## src/core/tcit_pkg.sv

```systemverilog
package tcit_pkg;
	// i/o ports of the timer
	localparam logic [7:0] CNT0_PORT = 8'h40;
	localparam logic [7:0] CMD_PORT  = 8'h43;
	localparam int         NUM_CNT   = 3;

	// timing: one counter period is 838 ns, clock is 25 ns
	localparam int INPUT_CLK_HZ  = 14318180;
	localparam int CLK_PERIOD_NS = 25;
	localparam int CNT_PERIOD_NS = 838;
	localparam int CNT_TICK_CYC  = CNT_PERIOD_NS / CLK_PERIOD_NS;
	localparam int TICK_W        = 6;
	localparam logic [TICK_W-1:0] TICK_LAST = TICK_W'(CNT_TICK_CYC - 1);

	// command word fields
	localparam int CW_SC_LO   = 6;
	localparam int CW_RW_LO   = 4;
	localparam int CW_MODE_LO = 1;
	localparam int CW_BCD     = 0;
	localparam int RB_CNT_N   = 5;
	localparam int RB_STS_N   = 4;
	localparam int RB_SEL_LO  = 1;
	localparam logic [1:0] SC_READBACK = 2'h3;

	typedef enum logic [1:0] {
		RW_LATCH = 2'b00,
		RW_LSB   = 2'b01,
		RW_MSB   = 2'b10,
		RW_BOTH  = 2'b11
	} tcit_rw_t;

	typedef enum logic [2:0] {
		M_EOC     = 3'b000,
		M_ONESHOT = 3'b001,
		M_RATE    = 3'b010,
		M_SQUARE  = 3'b011,
		M_SWSTB   = 3'b100,
		M_HWSTB   = 3'b101
	} tcit_mode_t;

	// reset values
	localparam tcit_mode_t  MODE_RST = M_EOC;
	localparam tcit_rw_t    RW_RST   = RW_LSB;
	localparam logic [15:0] CNT_RST  = 16'h0000;

	typedef struct packed {
		logic       wr;
		logic       rd;
		logic [7:0] addr;
		logic [7:0] wdata;
	} tcit_io_req_t;

	typedef struct packed {
		logic       out;
		logic       null_cnt;
		tcit_rw_t   rw;
		tcit_mode_t mode;
		logic       bcd;
	} tcit_status_t;
endpackage

```

## src/core/tcit_timer.sv

```systemverilog
// Functional notes
// - three fixed-role counters, count period 838 ns from 14.31818 MHz source
// - written initial count enters the counter one counter period later
// - counter 0 square wave: starts high, steps by two, toggles at zero
// - counter 1 rate mode: request drops one period when count reaches 1
// - counter 2 tone frequency is count rate divided by initial count rounded up to even
// - command bits 5:4 choose low, high or low-then-high count bytes
// - new count never changes programmed mode; effect depends on mode
// - one command port at 43h: program, latch and read-back commands
// - latch captures count while counting continues
// - read-back gives count, mode, output level and pending-load flag
// - six counting modes 0 to 5 chosen per counter
// - mode 0 output low, high at zero until reprogrammed
// - mode 1 output low, high one period at zero
// - mode 2 output high, low one period, then reload
// - mode 3 output starts high, toggles and reloads at each rollover
// - modes 4 and 5 output high, low one period on expiry
// - counters read and written at 40h, 41h, 42h in their format
// - latched count held until read or reprogram; second latch ignored
// - status read first, then latched count bytes, then live count
`timescale 1ns/1ps
module tcit_timer (
	input  wire logic                  clock,
	input  wire logic                  srst,
	input  wire tcit_pkg::tcit_io_req_t io_req,
	output logic [7:0]                 io_rdata,
	input  wire logic                  tone_gate,
	input  wire logic                  speaker_enable,
	output logic                       system_tick_interrupt,
	output logic                       refresh_request,
	output logic                       speaker_tone,
	output logic [2:0]                 counter_out
);
	import tcit_pkg::*;

	localparam int TICK_GAP = CNT_TICK_CYC;

	function automatic logic [15:0] tcit_dec(input logic [15:0] v, input logic bcd);
		logic [15:0] r;
		logic        brw;
		r = v;
		brw = 1'b1;
		if (!bcd) begin
			r = v - 16'h0001;
		end else begin
			for (int k = 0; k < 4; k++) begin
				if (brw) begin
					if (r[k*4 +: 4] == 4'h0) begin
						r[k*4 +: 4] = 4'h9;
					end else begin
						r[k*4 +: 4] = r[k*4 +: 4] - 4'h1;
						brw = 1'b0;
					end
				end
			end
		end
		return r;
	endfunction

	function automatic tcit_mode_t tcit_norm_mode(input logic [2:0] m);
		return m[1] ? tcit_mode_t'({1'b0, m[1:0]}) : tcit_mode_t'(m);
	endfunction

	function automatic logic tcit_idle_out(input tcit_mode_t m);
		return !(m == M_EOC || m == M_ONESHOT);
	endfunction

	logic [TICK_W-1:0] tdiv_q;
	logic              tick;
	logic [7:0]        wd;
	logic [7:0]        rdata_q;
	logic              spk_q;
	logic [7:0]        rd_byte;
	logic [2:0]        sel_wr;
	logic [2:0]        sel_rd;
	logic [2:0]        cmd_prog;
	logic [2:0]        cmd_latch;
	logic [2:0]        cmd_status;
	logic [2:0]        gate;

	tcit_mode_t   mode_q [NUM_CNT];
	tcit_rw_t     rw_q   [NUM_CNT];
	tcit_status_t sts_q  [NUM_CNT];
	logic [15:0]  init_q [NUM_CNT];
	logic [15:0]  cnt_q  [NUM_CNT];
	logic [15:0]  lat_q  [NUM_CNT];
	logic [2:0]   bcd_q;
	logic [2:0]   out_q;
	logic [2:0]   null_q;
	logic [2:0]   ldp_q;
	logic [2:0]   run_q;
	logic [2:0]   wmsb_q;
	logic [2:0]   rmsb_q;
	logic [2:0]   latv_q;
	logic [2:0]   stsv_q;
	logic [2:0]   trig_q;
	logic [2:0]   gprev_q;

	assign wd = io_req.wdata;
	// count period tick
	assign tick = (tdiv_q == TICK_LAST);
	// gates of counters 0 and 1 held active
	assign gate = {tone_gate, 2'b11};

	always_ff @(posedge clock) begin
		if (srst || tick) begin
			tdiv_q <= '0;
		end else begin
			tdiv_q <= tdiv_q + TICK_W'(1);
		end
	end

	always_comb begin
		for (int i = 0; i < NUM_CNT; i++) begin
			sel_wr[i] = io_req.wr && io_req.addr == CNT0_PORT + 8'(i);
			sel_rd[i] = io_req.rd && io_req.addr == CNT0_PORT + 8'(i);
			cmd_prog[i] = io_req.wr && io_req.addr == CMD_PORT
				&& wd[CW_SC_LO +: 2] == 2'(i) && wd[CW_RW_LO +: 2] != RW_LATCH;
			cmd_latch[i] = io_req.wr && io_req.addr == CMD_PORT
				&& ((wd[CW_SC_LO +: 2] == 2'(i) && wd[CW_RW_LO +: 2] == RW_LATCH)
				|| (wd[CW_SC_LO +: 2] == SC_READBACK && !wd[RB_CNT_N]
				&& wd[RB_SEL_LO + i]));
			cmd_status[i] = io_req.wr && io_req.addr == CMD_PORT
				&& wd[CW_SC_LO +: 2] == SC_READBACK && !wd[RB_STS_N]
				&& wd[RB_SEL_LO + i];
		end
	end

	// read data selection: status, then latch, then live count
	always_comb begin
		logic [15:0] v;
		v = 16'h0000;
		rd_byte = 8'h00;
		for (int i = 0; i < NUM_CNT; i++) begin
			if (sel_rd[i]) begin
				v = latv_q[i] ? lat_q[i] : cnt_q[i];
				if (stsv_q[i]) begin
					rd_byte = sts_q[i];
				end else begin
					case (rw_q[i])
						RW_MSB:  rd_byte = v[15:8];
						RW_BOTH: rd_byte = rmsb_q[i] ? v[15:8] : v[7:0];
						default: rd_byte = v[7:0];
					endcase
				end
			end
		end
	end

	always_ff @(posedge clock) begin
		if (srst) begin
			rdata_q <= 8'h00;
			spk_q <= 1'b0;
		end else begin
			if (io_req.rd) begin
				rdata_q <= rd_byte;
			end
			spk_q <= out_q[2] && speaker_enable;
		end
	end

	assign io_rdata = rdata_q;
	assign system_tick_interrupt = out_q[0];
	assign refresh_request = out_q[1];
	assign speaker_tone = spk_q;
	assign counter_out = out_q;

	// counter channels
	always_ff @(posedge clock) begin
		if (srst) begin
			for (int i = 0; i < NUM_CNT; i++) begin
				mode_q[i] <= MODE_RST;
				rw_q[i] <= RW_RST;
				sts_q[i] <= '0;
				init_q[i] <= CNT_RST;
				cnt_q[i] <= CNT_RST;
				lat_q[i] <= CNT_RST;
			end
			{bcd_q, out_q, null_q, ldp_q, run_q, wmsb_q} <= '0;
			{rmsb_q, latv_q, stsv_q, trig_q, gprev_q} <= '0;
		end else begin
			for (int i = 0; i < NUM_CNT; i++) begin
				gprev_q[i] <= gate[i];
				if (gate[i] && !gprev_q[i]) begin
					trig_q[i] <= 1'b1;
				end else if (tick) begin
					trig_q[i] <= 1'b0;
				end

				if (cmd_prog[i]) begin
					latv_q[i] <= 1'b0;
				end else if (cmd_latch[i] && !latv_q[i]) begin
					lat_q[i] <= cnt_q[i];
					latv_q[i] <= 1'b1;
				end else if (sel_rd[i] && !stsv_q[i] && latv_q[i]
						&& (rw_q[i] != RW_BOTH || rmsb_q[i])) begin
					latv_q[i] <= 1'b0;
				end

				if (cmd_prog[i]) begin
					rmsb_q[i] <= 1'b0;
				end else if (sel_rd[i] && !stsv_q[i] && rw_q[i] == RW_BOTH) begin
					rmsb_q[i] <= ~rmsb_q[i];
				end

				if (cmd_prog[i]) begin
					stsv_q[i] <= 1'b0;
				end else if (cmd_status[i] && !stsv_q[i]) begin
					sts_q[i] <= '{out_q[i], null_q[i], rw_q[i], mode_q[i], bcd_q[i]};
					stsv_q[i] <= 1'b1;
				end else if (sel_rd[i]) begin
					stsv_q[i] <= 1'b0;
				end

				if (cmd_prog[i]) begin
					mode_q[i] <= tcit_norm_mode(wd[CW_MODE_LO +: 3]);
					rw_q[i] <= tcit_rw_t'(wd[CW_RW_LO +: 2]);
					bcd_q[i] <= wd[CW_BCD];
					out_q[i] <= tcit_idle_out(tcit_norm_mode(wd[CW_MODE_LO +: 3]));
					null_q[i] <= 1'b1;
					ldp_q[i] <= 1'b0;
					run_q[i] <= 1'b0;
					wmsb_q[i] <= 1'b0;
				end else begin
					if (tick) begin
						case (mode_q[i])
							M_EOC: begin
								if (ldp_q[i]) begin
									cnt_q[i] <= init_q[i];
									{ldp_q[i], null_q[i], run_q[i]} <= 3'b001;
									out_q[i] <= 1'b0;
								end else if (run_q[i] && gate[i]) begin
									cnt_q[i] <= tcit_dec(cnt_q[i], bcd_q[i]);
									if (cnt_q[i] == 16'h0001) begin
										out_q[i] <= 1'b1;
									end
								end
							end
							M_SWSTB: begin
								out_q[i] <= 1'b1;
								if (ldp_q[i]) begin
									cnt_q[i] <= init_q[i];
									{ldp_q[i], null_q[i], run_q[i]} <= 3'b001;
								end else if (run_q[i] && gate[i]) begin
									cnt_q[i] <= tcit_dec(cnt_q[i], bcd_q[i]);
									if (cnt_q[i] == 16'h0001) begin
										out_q[i] <= 1'b0;
										run_q[i] <= 1'b0;
									end
								end
							end
							M_ONESHOT, M_HWSTB: begin
								out_q[i] <= tcit_idle_out(mode_q[i]);
								if (trig_q[i] && (ldp_q[i] || !null_q[i])) begin
									cnt_q[i] <= init_q[i];
									{ldp_q[i], null_q[i], run_q[i]} <= 3'b001;
								end else if (run_q[i]) begin
									cnt_q[i] <= tcit_dec(cnt_q[i], bcd_q[i]);
									if (cnt_q[i] == 16'h0001) begin
										out_q[i] <= !tcit_idle_out(mode_q[i]);
										run_q[i] <= 1'b0;
									end
								end
							end
							M_RATE: begin
								if (!gate[i]) begin
									out_q[i] <= 1'b1;
								end else if (ldp_q[i] && !run_q[i]) begin
									cnt_q[i] <= init_q[i];
									{ldp_q[i], null_q[i], run_q[i]} <= 3'b001;
									out_q[i] <= 1'b1;
								end else if (run_q[i]) begin
									if (cnt_q[i] == 16'h0001) begin
										cnt_q[i] <= init_q[i];
										{ldp_q[i], null_q[i]} <= 2'b00;
										out_q[i] <= 1'b1;
									end else begin
										cnt_q[i] <= tcit_dec(cnt_q[i], bcd_q[i]);
										out_q[i] <= cnt_q[i] != 16'h0002;
									end
								end
							end
							M_SQUARE: begin
								if (!gate[i]) begin
									out_q[i] <= 1'b1;
								end else if (ldp_q[i] && !run_q[i]) begin
									cnt_q[i] <= init_q[i];
									{ldp_q[i], null_q[i], run_q[i]} <= 3'b001;
									out_q[i] <= 1'b1;
								end else if (run_q[i]) begin
									if (cnt_q[i] == 16'h0001 || cnt_q[i] == 16'h0002) begin
										cnt_q[i] <= init_q[i];
										{ldp_q[i], null_q[i]} <= 2'b00;
										out_q[i] <= ~out_q[i];
									end else begin
										cnt_q[i] <= tcit_dec(tcit_dec(cnt_q[i], bcd_q[i]),
											bcd_q[i]);
									end
								end
							end
							default: begin
								out_q[i] <= out_q[i];
							end
						endcase
					end
					// count write overrides a same-cycle load so it is not lost
					if (sel_wr[i]) begin
						if (rw_q[i] == RW_BOTH && !wmsb_q[i]) begin
							init_q[i][7:0] <= wd;
							wmsb_q[i] <= 1'b1;
							if (mode_q[i] == M_EOC) begin
								run_q[i] <= 1'b0;
							end
						end else begin
							case (rw_q[i])
								RW_MSB:  init_q[i] <= {wd, 8'h00};
								RW_BOTH: init_q[i][15:8] <= wd;
								default: init_q[i] <= {8'h00, wd};
							endcase
							wmsb_q[i] <= 1'b0;
							ldp_q[i] <= 1'b1;
							null_q[i] <= 1'b1;
							if (mode_q[i] == M_EOC) begin
								run_q[i] <= 1'b0;
								out_q[i] <= 1'b0;
							end
						end
					end
				end
			end
		end
	end

	chk_tick_gap: assert property (@(posedge clock) disable iff (srst)
		tick |-> ##TICK_GAP tick) else $error("count period tick spacing wrong");
	chk_prog_mode: assert property (@(posedge clock) disable iff (srst)
		cmd_prog[0] |=> mode_q[0] == tcit_norm_mode($past(wd[3:1])) && null_q[0])
		else $error("program command did not set mode");
	chk_null_clear: assert property (@(posedge clock) disable iff (srst)
		(tick && ldp_q[1] && mode_q[1] == M_EOC && !cmd_prog[1] && !sel_wr[1])
		|=> !null_q[1] && cnt_q[1] == $past(init_q[1]))
		else $error("pending count not loaded at tick");
	chk_eoc_hold: assert property (@(posedge clock) disable iff (srst)
		(mode_q[1] == M_EOC && out_q[1] && !cmd_prog[1] && !sel_wr[1]) |=> out_q[1])
		else $error("mode 0 output fell without reprogramming");
	chk_rate_pulse: assert property (@(posedge clock) disable iff (srst)
		(mode_q[1] == M_RATE && $fell(out_q[1]) && !cmd_prog[1])
		|-> ##TICK_GAP out_q[1]) else $error("refresh low pulse not one period");
	chk_sq_toggle: assert property (@(posedge clock) disable iff (srst)
		(mode_q[0] == M_SQUARE && $changed(out_q[0]) && !$past(cmd_prog[0]))
		|-> $past(tick)) else $error("square output changed off tick");
	chk_latch_take: assert property (@(posedge clock) disable iff (srst)
		(cmd_latch[0] && !latv_q[0]) |=> latv_q[0] && lat_q[0] == $past(cnt_q[0]))
		else $error("latch did not capture count");
	chk_latch_hold: assert property (@(posedge clock) disable iff (srst)
		(latv_q[0] && !cmd_prog[0] && !sel_rd[0]) |=> latv_q[0] && $stable(lat_q[0]))
		else $error("latched count changed before read");
	chk_status_first: assert property (@(posedge clock) disable iff (srst)
		(sel_rd[0] && stsv_q[0]) |=> io_rdata == $past(sts_q[0]) && !stsv_q[0])
		else $error("status not returned first");
endmodule

```

## config.mk

```make
export PLATFORM = sky130hd
export DESIGN_NAME = tcit_timer
export DESIGN_NICKNAME = d
export VERILOG_FILES = /design/src/core/tcit_pkg.sv /design/src/core/tcit_timer.sv
export SDC_FILE = /design/constraint.sdc
export NUM_CORES = 1
export LEC_CHECK = 0
export CAP_MARGIN = 20
export CORE_UTILIZATION = 56
export CTS_CLUSTER_DIAMETER = 200
export CTS_CLUSTER_SIZE = 16
export DETAILED_ROUTE_END_ITERATION = 8
export DONT_BUFFER_PORTS = 1
export PLACE_DENSITY = 0.71
export SETUP_SLACK_MARGIN = 0.3
export SYNTH_ARGS = -nofsm -noshare
export SYNTH_HDL_FRONTEND = slang
export SYNTH_SLANG_ARGS = --single-unit
```

## constraint.sdc

```tcl
create_clock -name clock -period 4.3 [get_ports clock]
set_clock_uncertainty 0.2 [all_clocks]
set_input_delay 0.43 -clock clock [delete_from_list [all_inputs] [get_ports clock]]
set_output_delay 0.43 -clock clock [all_outputs]
set_load 0.03 [all_outputs]
```

==> reports/metrics.csv <==
metric,value,unit
status,completed,
max_stage_delay,510,ps
htreeDepth,1,
seq_area_frac_synth,39.7,%
synthToLayoutAreaGrowth,7.26,%
hold_viol,0,
grt_setup_unrepaired,true,
cp_cell_sequence,inv_2 > ha_2 > or4b_4 > nor3_2 > a221oi_1 > o21a_2 > ha_2 > nand2_1 > a211oi_1 > nand4b_1 > buf_4 > nor2_1 > o211ai_1 > a21oi_1 > o31a_1,
die-height,172,um
drt_iter0_markers,1942,
synth_area_leaders,"edfxtp_1 34%, dfxtp_1 5.7%, nor2_1 3.7%, mux4_2 3.3%, nand2_1 3.2%",
nets,1766,
clk_path_buf_depth,3,
cts_buffers,18,
final.setup.tns,0,ps
fp-row-count,61,
place_congestion,0.946,
ys_top_cells_by_count,"183 x edfxtp_1, 161 x nor2_1, 136 x nand2_1",
synth_edf_count,183,
drive_gt1_share,12.8,%
start_kind,flop,
n_fill_cell,2413,
drv_cap,0,
hold_class,input pin to flop,
diodes,0,
crit_arrival,3800,ps
path_clk_slew,80,ps
core,28100,um2
grtUsageTotal,33.1,%
ir_drop,0.000339,V
drc,0,
grt_pass1_vias,12985,
synth_compound_area_share,18.4,%
power_leakage,6.09,nW
synth_top_cell_area_share,34.0,%
cts_sinks,229,
port_buffers,0,
postLayoutCoreUtil,61.7,%
r2r_start,cnt_q[1][0]$_SDFFCE_PP0P_,
synth-simple-area-share,25.2,%
synth_xor_xnor_area_share,2.87,%
insertion_delay,510,ps
ys.warnings.count,0,
ios,36,
netlist.top_cell.by_area,edfxtp_1,
cp_max_fo,7,
start_util,57.5,%
grt_max_degree,33,
grt.overflow.total,0,
cts_tree,built,
p_total,4.70,mW
dr.pass1.iters,6,
avgSynthCellArea,9.25,um2
hold_start,tone_gate,
syn_area,16200,um2
synth_cell_types,103,
fmax,268,MHz
rr_worst_depth,15,
vias_per_cell,6.75,
worstMarginPinSlew,927,ps
synth_top_family_by_area,simple AND/OR/NAND/NOR gates,
async_flop_share,0,%
cp_slowest_cell,or4b_4,
multi_input_area,9030,um2
synthCells,1747,
maxSlewViolCount,0,
antenna_found_initial,1,
reg2reg_to,cnt_q[1][13]$_SDFFCE_PP0P_,
ff2ff_setup_slack,570,ps
cts-root-buf,clkbuf_16,
slew_headroom,37.7,%
required,4370,ps
synthAdderAreaFrac,1.70,%
synthesis.nets,1791,
die_area,29500,um2
fin_crit,3730,ps
vias,14244,
drt-total-wl,48.9,mm
period_share,86.8,%
crit_top_cell,ha_2,
ys.flop_type,edfxtp_1,
regArea,6420,um2
critical_path_class,flop to flop,
cp-end-kind,flop,
antenna_left,0,
setup-violations-final,0,
worstHoldPathCells,3,
pwr_density_cell,271,nW/um2
wl_per_cell,23.1,um
synth_most_common_cell,edfxtp_1,
die_w,172,um
synth.area.mux_share,7.40,%
dp_hpwl,34.8,mm
ys_ff_latch,229,
whs_endpoint,trig_q[2]$_SDFFE_PP0P_,
grt_pass1_wl,75.3,mm
## worst max path at each step
| stage | startpoint | to | slack [ps] |
|---|---|---|---|
| after detailed placement | cnt_q[1][0]$_SDFFCE_PP0P_ | cnt_q[1][15]$_SDFFCE_PP0P_ | 230 |
| after floorplan | cnt_q[1][0]$_SDFFCE_PP0P_ | cnt_q[1][15]$_SDFFCE_PP0P_ | 550 |
| final | cnt_q[1][0]$_SDFFCE_PP0P_ | cnt_q[1][13]$_SDFFCE_PP0P_ | 570 |
| after global placement | cnt_q[1][0]$_SDFFCE_PP0P_ | cnt_q[1][14]$_SDFFCE_PP0P_ | 430 |
| after CTS | cnt_q[1][0]$_SDFFCE_PP0P_ | cnt_q[1][12]$_SDFFCE_PP0P_ | 410 |
| after global routing | cnt_q[1][1]$_SDFFCE_PP0P_ | cnt_q[1][12]$_SDFFCE_PP0P_ | 280 |
## per-layer routing
layer	GRT usage (%)	up-vias	share of wire, %
li1	-	6536	-
met1	46.7	6829	42
met2	51.6	774	45
met3	5.26	105	9.6
met4	11.9	0	3.8
met5	0	-	0
## power by group
group | internal [mW] | switching [mW] | total (mW)
Sequential | 2.45 | 0.0892 | 2.54
Clock | 0.829 | 0.827 | 1.66
Combinational | 0.192 | 0.319 | 0.511
## sequential cells by signal, summed over array words and instances, names as in the netlist, 6 cells and up
signal	cells
rw_q	6
init_q	48
io_rdata	8
cnt_q	48
mode_q	9
lat_q	48
tdiv_q	6
sts_q	24
## critical path, delay by kind of cell (launching register included)
family | cells | cell delay, ps
DFF | 1 | 420
buffers and inverters | 2 | 290
AOI/OAI and AO/OA | 6 | 890
and+or+nand+nor | 5 | 1220
adders and majority gates | 2 | 460
## what timing repair did
action / 4_1_cts / 5_1_grt
hold endpoints to repair: 65 / 0
setup buffers: 3 / 3
pin swaps: 1 / 1
setup endpoints to repair: 2 / 16
resized for setup: 0 / 10
hold buffers: 13 / 0
## layout make-up
| class | instances | area share [%] |
|---|---|---|
| Clock inverter | 1 | 0.0938 |
| Timing Repair Buffer | 85 | 3.89 |
| Inverter | 55 | 1.19 |
| Tap cell | 378 | 2.73 |
| Multi-Input combinational cell | 1333 | 52.1 |
| Sequential cell | 229 | 37.0 |
| Clock buffer | 30 | 2.98 |
## placed cells by master, fill, tap and decap left out, types with 35 or more instances in the layout
cell type,instances
and2_1,47
nor2_1,161
a21oi_1,98
buf_4,71
o21ai_0,91
nor3_1,65
nand3_1,56
nor2b_1,40
nand2_1,136
inv_1,50
edfxtp_1,183
dfxtp_1,46
xnor2_1,38
mux2i_1,35
and3_1,39
## per-stage QoR
step	setup WS [ps]	hold WS [ps]	instance area [um2]	instances
4_1_cts	412	0.341	17300	2107
6_report	566	14.6	17300	2111
3_3_place_gp	427	180	16600	2060
3_5_place_dp	227	198	16600	2060
5_1_grt	284	16.9	17300	2111
2_1_floorplan	553	185	16200	1747
## cell families (layout without fill, tap and decap cells)
kind of cell,after synthesis,after routing
AOI/OAI and AO/OA,436,436
xor gates and xnor gates,53,53
adders and majority gates,22,22
buffers and inverters,185,171
DFF,229,229
muxes,86,86
and+or+nand+nor,736,736
No activity file was read; power rests on OpenSTA's default activity.
